`src/design/tc_pkg.sv`:
```
// Constants, field layout and state types for the three timer/counter units
package tc_pkg;

   // -----------------------------------------------------------------
   // Timing
   // -----------------------------------------------------------------
   localparam int unsigned OSC_PER_MC = 12;
   localparam int unsigned PRESC_W = 4;
   localparam logic [PRESC_W-1:0] MC_LAST = PRESC_W'(OSC_PER_MC - 1);
   localparam logic [PRESC_W-1:0] PRESC_ONE = 4'h1;

   // -----------------------------------------------------------------
   // Counts and units
   // -----------------------------------------------------------------
   localparam int unsigned UNITS = 3;
   localparam int unsigned UNIT_C = 2;
   localparam logic [15:0] CNT_RST = 16'h0000;
   localparam logic [15:0] CNT_ONES = 16'hFFFF;
   localparam logic [15:0] CNT_ONE = 16'h0001;

   // -----------------------------------------------------------------
   // Register map (byte offsets) and field positions
   // -----------------------------------------------------------------
   localparam logic [7:0] CTRL_OFS = 8'h00;
   localparam logic [7:0] COUNT_A_OFS = 8'h04;
   localparam logic [7:0] COUNT_B_OFS = 8'h08;
   localparam logic [7:0] COUNT_C_OFS = 8'h0C;
   localparam logic [7:0] RELOAD_OFS = 8'h10;
   localparam logic [7:0] CAPTURE_OFS = 8'h14;
   localparam logic [7:0] STATUS_OFS = 8'h18;
   localparam logic [7:0] MASK_OFS = 8'h1C;
   localparam int unsigned RUN_LSB = 0;
   localparam int unsigned EVT_LSB = 4;
   localparam int unsigned MODE_LSB = 8;
   localparam int unsigned DOWN_BIT = 10;
   localparam int unsigned STAT_W = 4;
   localparam int unsigned CAPT_BIT = 3;
   localparam logic [1:0] MODE_PLAIN = 2'h0;
   localparam logic [1:0] MODE_CAPTURE = 2'h1;
   localparam logic [1:0] MODE_RELOAD = 2'h2;
   localparam logic [1:0] MODE_OUTPUT = 2'h3;

   // -----------------------------------------------------------------
   // State carriers
   // -----------------------------------------------------------------
   typedef struct packed {
      logic [2:0] sync;
      logic filt;
      logic smp;
      logic pend;
      logic pulse;
   } sampler_s;

   typedef struct packed {
      logic [PRESC_W-1:0] presc;
      logic tick;
      logic [UNITS-1:0] run;
      logic [UNITS-1:0] evt;
      logic [1:0] mode_c;
      logic down_c;
      logic [UNITS-1:0][15:0] cnt;
      logic [15:0] reload;
      logic [15:0] capt;
      logic [STAT_W-1:0] status;
      logic [STAT_W-1:0] mask;
      logic tout;
      logic wr_pend;
      logic [7:0] wr_ofs;
      logic [31:0] rdata;
   } core_s;

endpackage

```
`src/design/event_sampler.sv`:
```
// Event input synchroniser and machine-cycle falling edge detector
`timescale 1ns/1ps
`default_nettype none
module event_sampler
   import tc_pkg::*;
(
   input wire logic hclk,
   input wire logic hresetn,
   input wire logic pin,
   input wire logic mc_tick,
   output logic count_pulse
);

   sampler_s q;
   sampler_s d;

   // ------------------------------------------------------------------
   // Next state
   // ------------------------------------------------------------------
   // Level accepted only when the last two sync stages agree
   always_comb begin
      d = q;
      d.sync = {q.sync[1:0], pin};
      if (q.sync[1] == q.sync[2]) begin
         d.filt = q.sync[2];
      end
      d.pulse = 1'b0;
      if (mc_tick) begin
         d.smp = q.filt; // One sample per machine cycle
         d.pend = q.smp && !q.filt; // High then low is one edge
         d.pulse = q.pend; // Count lands one machine cycle later
      end
   end

   // Low reset levels avoid a false edge from a pin held low at reset
   always_ff @(posedge hclk or negedge hresetn) begin
      if (!hresetn) begin
         q <= '0;
      end else begin
         q <= d;
      end
   end

   assign count_pulse = q.pulse;
endmodule
`default_nettype wire

```
`src/design/timer_counters.sv`:
```
// Three 16-bit timer/counter units with an AHB-Lite register slave
//
// Chosen here: the register offsets and the AHB-Lite slave port.
`timescale 1ns/1ps
`default_nettype none
module timer_counters
   import tc_pkg::*;
(
   input wire logic hclk,
   input wire logic hresetn,
   input wire logic hsel,
   input wire logic [31:0] haddr,
   input wire logic [1:0] htrans,
   input wire logic hwrite,
   input wire logic [2:0] hsize,
   input wire logic [31:0] hwdata,
   input wire logic hready,
   output logic [31:0] hrdata,
   output logic hreadyout,
   output logic hresp,
   input wire logic event_input_a,
   input wire logic event_input_b,
   input wire logic event_input_c,
   output logic timer_out,
   output logic irq
);

   core_s q;
   core_s d;
   logic [UNITS-1:0] pulse;
   logic [UNITS-1:0] pins;

   // ------------------------------------------------------------------
   // Helpers
   // ------------------------------------------------------------------
   // Increment with carry out, shared by all three units
   function automatic logic [16:0] inc16(input logic [15:0] v);
      inc16 = {1'b0, v} + {1'b0, CNT_ONE};
   endfunction

   // ------------------------------------------------------------------
   // Event inputs
   // ------------------------------------------------------------------
   assign pins = {event_input_c, event_input_b, event_input_a};

   // Each unit has its own dedicated pin and sampler
   for (genvar g = 0; g < UNITS; g++) begin : g_smp
      event_sampler u_smp (
         .hclk(hclk),
         .hresetn(hresetn),
         .pin(pins[g]),
         .mc_tick(q.tick),
         .count_pulse(pulse[g])
      );
   end

   // ------------------------------------------------------------------
   // Next state
   // ------------------------------------------------------------------
   always_comb begin
      logic acc;
      logic mapped;
      logic rclr;
      logic stp;
      logic ovf;
      logic reloadish;
      logic [16:0] nx;
      logic [STAT_W-1:0] ev;
      logic [31:0] r;
      acc = 1'b0;
      mapped = 1'b0;
      rclr = 1'b0;
      stp = 1'b0;
      ovf = 1'b0;
      reloadish = 1'b0;
      nx = '0;
      ev = '0;
      r = '0;
      d = q;

      // Machine cycle is twelve oscillator periods
      d.tick = (q.presc == MC_LAST);
      d.presc = (q.presc == MC_LAST) ? '0 : q.presc + PRESC_ONE;

      // Units a and b: plain 16-bit timer or event counter
      // They never reload, they simply wrap past all ones
      for (int u = 0; u < UNIT_C; u++) begin
         stp = q.evt[u] ? pulse[u] : q.tick; // Edges or machine cycles
         if (q.run[u] && stp) begin
            nx = inc16(q.cnt[u]);
            d.cnt[u] = nx[15:0]; // All ones wraps to zero
            ev[u] = nx[16]; // Overflow requests the interrupt
         end
      end

      // Unit c: capture uses its pin as trigger, so it times machine cycles then
      reloadish = (q.mode_c == MODE_RELOAD) || (q.mode_c == MODE_OUTPUT);
      stp = (q.evt[UNIT_C] && q.mode_c != MODE_CAPTURE) ? pulse[UNIT_C] : q.tick;
      // Capture ignores run, so a stopped unit c still records pin edges
      if (q.mode_c == MODE_CAPTURE && pulse[UNIT_C]) begin
         d.capt = q.cnt[UNIT_C]; // Snapshot of the count
         ev[CAPT_BIT] = 1'b1;
      end
      if (q.run[UNIT_C] && stp) begin
         if (reloadish && q.down_c) begin
            // Down count underflows once it reaches the reload value
            ovf = (q.cnt[UNIT_C] == q.reload);
            d.cnt[UNIT_C] = ovf ? CNT_ONES : q.cnt[UNIT_C] - CNT_ONE;
         end else begin
            nx = inc16(q.cnt[UNIT_C]);
            ovf = nx[16];
            d.cnt[UNIT_C] = (ovf && reloadish) ? q.reload : nx[15:0];
         end
         ev[UNIT_C] = ovf;
         if (ovf && q.mode_c == MODE_OUTPUT) begin
            d.tout = ~q.tout; // Output toggles on every rollover
         end
      end

      // Bus address phase: read data are latched here for the data phase
      acc = hsel && htrans[1] && hready;
      mapped = (haddr[31:8] == '0);
      d.wr_pend = acc && hwrite && mapped;
      d.wr_ofs = haddr[7:0];
      if (acc && !hwrite) begin
         if (mapped) begin
            unique case (haddr[7:0])
               CTRL_OFS: begin
                  r[RUN_LSB +: UNITS] = q.run;
                  r[EVT_LSB +: UNITS] = q.evt;
                  r[MODE_LSB +: 2] = q.mode_c;
                  r[DOWN_BIT] = q.down_c;
               end
               COUNT_A_OFS: r[15:0] = q.cnt[0];
               COUNT_B_OFS: r[15:0] = q.cnt[1];
               COUNT_C_OFS: r[15:0] = q.cnt[UNIT_C];
               RELOAD_OFS: r[15:0] = q.reload;
               CAPTURE_OFS: r[15:0] = q.capt;
               STATUS_OFS: begin
                  r[STAT_W-1:0] = q.status;
                  rclr = 1'b1;
               end
               MASK_OFS: r[STAT_W-1:0] = q.mask;
               default: r = '0;
            endcase
         end
         d.rdata = r;
      end

      // Flags are sticky until software reads the status word
      // Read clears the flags, but an event in the same cycle still lands
      d.status = (rclr ? '0 : q.status) | ev;

      // Bus data phase: a software write beats a count step in that cycle
      if (q.wr_pend) begin
         unique case (q.wr_ofs)
            CTRL_OFS: begin
               d.run = hwdata[RUN_LSB +: UNITS];
               d.evt = hwdata[EVT_LSB +: UNITS];
               d.mode_c = hwdata[MODE_LSB +: 2];
               d.down_c = hwdata[DOWN_BIT];
            end
            COUNT_A_OFS: d.cnt[0] = hwdata[15:0];
            COUNT_B_OFS: d.cnt[1] = hwdata[15:0];
            COUNT_C_OFS: d.cnt[UNIT_C] = hwdata[15:0];
            RELOAD_OFS: d.reload = hwdata[15:0];
            MASK_OFS: d.mask = hwdata[STAT_W-1:0];
            default: d.mask = q.mask;
         endcase
      end
   end

   // ------------------------------------------------------------------
   // State register
   // ------------------------------------------------------------------
   always_ff @(posedge hclk or negedge hresetn) begin
      if (!hresetn) begin
         q <= '0;
      end else begin
         q <= d;
      end
   end

   // Zero wait states keep the slave simple; every answer is OKAY
   assign hreadyout = 1'b1;
   assign hresp = 1'b0;
   assign hrdata = q.rdata;
   assign timer_out = q.tout;
   assign irq = |(q.status & q.mask); // Level while an unmasked flag stands
endmodule
`default_nettype wire

```
`config.mk`:
```
export PLATFORM = sky130hd
export DESIGN_NAME = timer_counters
export DESIGN_NICKNAME = d
export VERILOG_FILES = /design/src/design/tc_pkg.sv /design/src/design/event_sampler.sv /design/src/design/timer_counters.sv
export SDC_FILE = /design/constraint.sdc
export NUM_CORES = 1
export LEC_CHECK = 0
export BUFFER_PORTS_ARGS = -buffer_cell sky130_fd_sc_hd__buf_2
export CAP_MARGIN = 20
export CORE_MARGIN = 8
export CORE_UTILIZATION = 60
export CTS_CLUSTER_DIAMETER = 120
export DETAILED_ROUTE_END_ITERATION = 16
export PLACE_DENSITY = 0.83
export SLEW_MARGIN = 20
export SYNTH_ARGS = -nofsm -noshare
export SYNTH_HDL_FRONTEND = slang
export SYNTH_SLANG_ARGS = --single-unit
```
`constraint.sdc`:
```
create_clock -name hclk -period 6.38 [get_ports hclk]
set_input_delay 1.276 -clock hclk [delete_from_list [all_inputs] [get_ports hclk]]
set_output_delay 1.276 -clock hclk [all_outputs]
set_load 0.1 [all_outputs]
```
==> results.sh <==
export IMPL_vias=6526
export IMPL_crit_required_ns=6.71
export IMPL_area_growth_pct=11.5
export IMPL_synth_seq_area_share_pct=46.2
export IMPL_route_detailed_drc=0
export IMPL_ys_async_sr_fraction_pct=100
export IMPL_r2r_start="q[117]"
export IMPL_clk_path_buf_depth=2
export IMPL_r2r_slack_ns=3.14
export IMPL_htreeDepth=4
export IMPL_ys_ff_latch=149
export IMPL_grt_use_met1_pct=32.0
export IMPL_grt_pass1_wl_um=35500
export IMPL_finalMaxSlewViolations=0
export IMPL_drt_initial_drc_count=794
export IMPL_relSlewSlack_pct=28.8
export IMPL_synth_top_area_cell="dfrtp_1"
export IMPL_start_util_pct=61.1
export IMPL_timing_rr_end="q[117]"
export IMPL_grt_pass1_vias=6533
export IMPL_cts_resized=0
export IMPL_rows=42
export IMPL_cp_max_fo=8
export IMPL_antenna_found_initial=0
export IMPL_worstSkewPairLatency_ns=0.43
export IMPL_rsz0062_at_grt="no"
export IMPL_ios=113
export IMPL_cp_arrival_ns=3.88
export IMPL_cts_sinks=149
export IMPL_drv_cap=0
export IMPL_worst_slew_pin_slew_ns=1.07
export IMPL_stdcell_area_um2=8990
export IMPL_end_kind="flip-flop"
export IMPL_antenna_left=0
export IMPL_routed_wl_um=22400
export IMPL_whs_ns=0.352
export IMPL_power_leakage_nw=3.71
export IMPL_fin_util_pct=68.1
export IMPL_wl_per_cell_um=22.1
export IMPL_setup_violations_final=0
export IMPL_coreArea_um2=13200
export IMPL_ys_flop_type="dfrtp_1"
export IMPL_status="completed"
export IMPL_fill_cells=1042
export IMPL_tns_ns=0
export IMPL_synth_cell_types=55
export IMPL_synth_area_um2=8060
export IMPL_diodes=0
export IMPL_grt_use_met2_pct=40.0
export IMPL_viasPerCell=6.42
export IMPL_grt_ovfl_total=0
export IMPL_hp_class="flip-flop to flip-flop"
export IMPL_synth_top_area_share_pct=46.2
export IMPL_num_nets_final=910
export IMPL_dieArea_um2=17400
export IMPL_power_density_nw_per_um2=244
export IMPL_grt_max_degree=97
export IMPL_top_usage_layer="met2"
export IMPL_max_freq_ghz=0.282
export IMPL_finalHoldViolCount=0
export IMPL_firstDrtPassIters=5
export IMPL_post_cts_buffers=0
export IMPL_endpoint="hrdata[7]"
export IMPL_cp_start_kind="primary input"
export IMPL_ys_warn_count=0
export IMPL_avgSynthCellArea_um2=10.2
export IMPL_power_mw=2.19
export IMPL_drive_above_1_share_pct=22.1
export IMPL_dp_hpwl_um=15800
export IMPL_ctsRootBufferMaster="clkbuf_16"
export IMPL_period_minus_slack_ns=3.55
export IMPL_ff2ff_path_depth=6
export IMPL_path_class="primary input to flip-flop"
export IMPL_path_clk_slew_ns=0.06
export IMPL_track_usage_pct=25.9
export IMPL_grt_use_met3_pct=8.00
export IMPL_io_buffers=74
export IMPL_synth_edf_count=0
export IMPL_postCtsHoldBufs=0
export IMPL_synth_area_leaders="dfrtp_1 46%, mux2_2 7.4%, nand2_1 4.4%"
export IMPL_syn_inst=791
export IMPL_die_x_um=132
export IMPL_cts_tree="done"
export IMPL_final_setup_skew_ns=0.00771
export IMPL_cts_made_buffers=17
export IMPL_period_share_pct=55.6
export IMPL_place_gp_congestion=0.943
export IMPL_crit_start="haddr[5]"
export IMPL_vdd_ir_drop_max_mv=0.217
export IMPL_fp_dieH_um=132
export IMPL_dpl_cell_area_um2=8340
## worst min-delay path by stage
stage / startpoint / endpoint / slack (ns) / cells after the start
2_1_floorplan: g_smp[0].u_smp.d[5] / g_smp[0].u_smp.d[6] / 0.33 / 0
3_3_place_gp: g_smp[2].u_smp.d[5] / g_smp[2].u_smp.d[6] / 0.34 / 0
3_5_place_dp: g_smp[2].u_smp.d[5] / g_smp[2].u_smp.d[6] / 0.34 / 0
4_1_cts: g_smp[2].u_smp.d[5] / g_smp[2].u_smp.d[6] / 0.36 / 0
5_1_grt: g_smp[2].u_smp.d[5] / g_smp[2].u_smp.d[6] / 0.36 / 0
6_report: g_smp[2].u_smp.d[5] / g_smp[2].u_smp.d[6] / 0.35 / 0
## worst max-delay path: stages
cell and delay, ns:
buf_2 0.10, or4_1 0.59, or2_2 0.36, nor3_1 0.77, a222oi_1 0.33, and3_1 0.28
o21ai_0 0.16
## cell usage after synthesis, types with 12 or more instances
master	number
dfrtp_1	149
nand2_1	94
mux2_2	53
o21ai_0	51
xnor2_1	38
buf_4	34
nor2_1	32
clkbuf_1	31
xor2_1	31
a21oi_1	22
nand4_1	20
nand3_1	19
nor4_1	17
and3_1	15
mux2i_1	14
inv_1	12
## final cells by class
type | instances | area (um^2) | share of cell area [%]
clock buffers | 20 | 467 | 5.19
clock inverters | 12 | 165 | 1.84
inverters | 12 | 45.0 | 0.501
multi-input cells | 567 | 3920 | 43.7
flip-flops and latches | 149 | 3730 | 41.5
well taps | 176 | 220 | 2.45
repair buffers | 81 | 437 | 4.86
## kinds of logic after synthesis
logic type / after synthesis / share of synthesized area, %
mux: 72 / 10.5
compound gates: 151 / 12.8
xor+xnor: 69 / 7.50
other cells: 2 / 0.0931
buf+inv: 91 / 6.11
simple gates: 249 / 15.5
flops: 149 / 46.2
fa+ha+maj: 8 / 1.15
## power by group
| part | total (mW) | switching (mW) | internal (mW) | leakage, nW |
|---|---|---|---|---|
| logic | 0.147 | 0.108 | 0.0395 | 1.62 |
| clock network | 1.06 | 0.407 | 0.652 | 0.300 |
| registers | 0.982 | 0.0168 | 0.965 | 1.80 |
| total | 2.19 | 0.532 | 1.66 | 3.71 |
## metrics by stage
step,setup slack (ns),std cells
floorplan,3.17,807
global placement,2.26,983
detailed placement,2.18,984
CTS,2.62,1016
global route,2.74,1017
finish,2.83,1017
## state kept, by name, summed over array words and instances (netlist names)
signal	cells
g_smp.u_smp.d	6
hrdata	16
timer_out	1
g_smp.u_smp.count_pulse	3
q	111
g_smp.u_smp.q	12
## cell usage in the layout (no fill, tap or decap), types with 17 or more instances in the layout
| cell | Yosys | routed |
|---|---|---|
| xor2_1 | 31 | 31 |
| xnor2_1 | 38 | 38 |
| nand2_1 | 94 | 94 |
| nor2_1 | 32 | 31 |
| o21ai_0 | 51 | 50 |
| clkbuf_16 | 0 | 17 |
| buf_2 | 7 | 73 |
| dfrtp_1 | 149 | 149 |
| nor4_1 | 17 | 17 |
| nand3_1 | 19 | 19 |
| mux2_2 | 53 | 53 |
| a21oi_1 | 22 | 22 |
| conb_1 | 2 | 18 |
| nand4_1 | 20 | 20 |
## metal layers
layer	wire length [um]	vias up
li1	-	2888
met1	8710	3184
met2	10300	372
met3	2360	82
met4	1060	0
met5	0	-
Power figures use the tool's default switching activity.
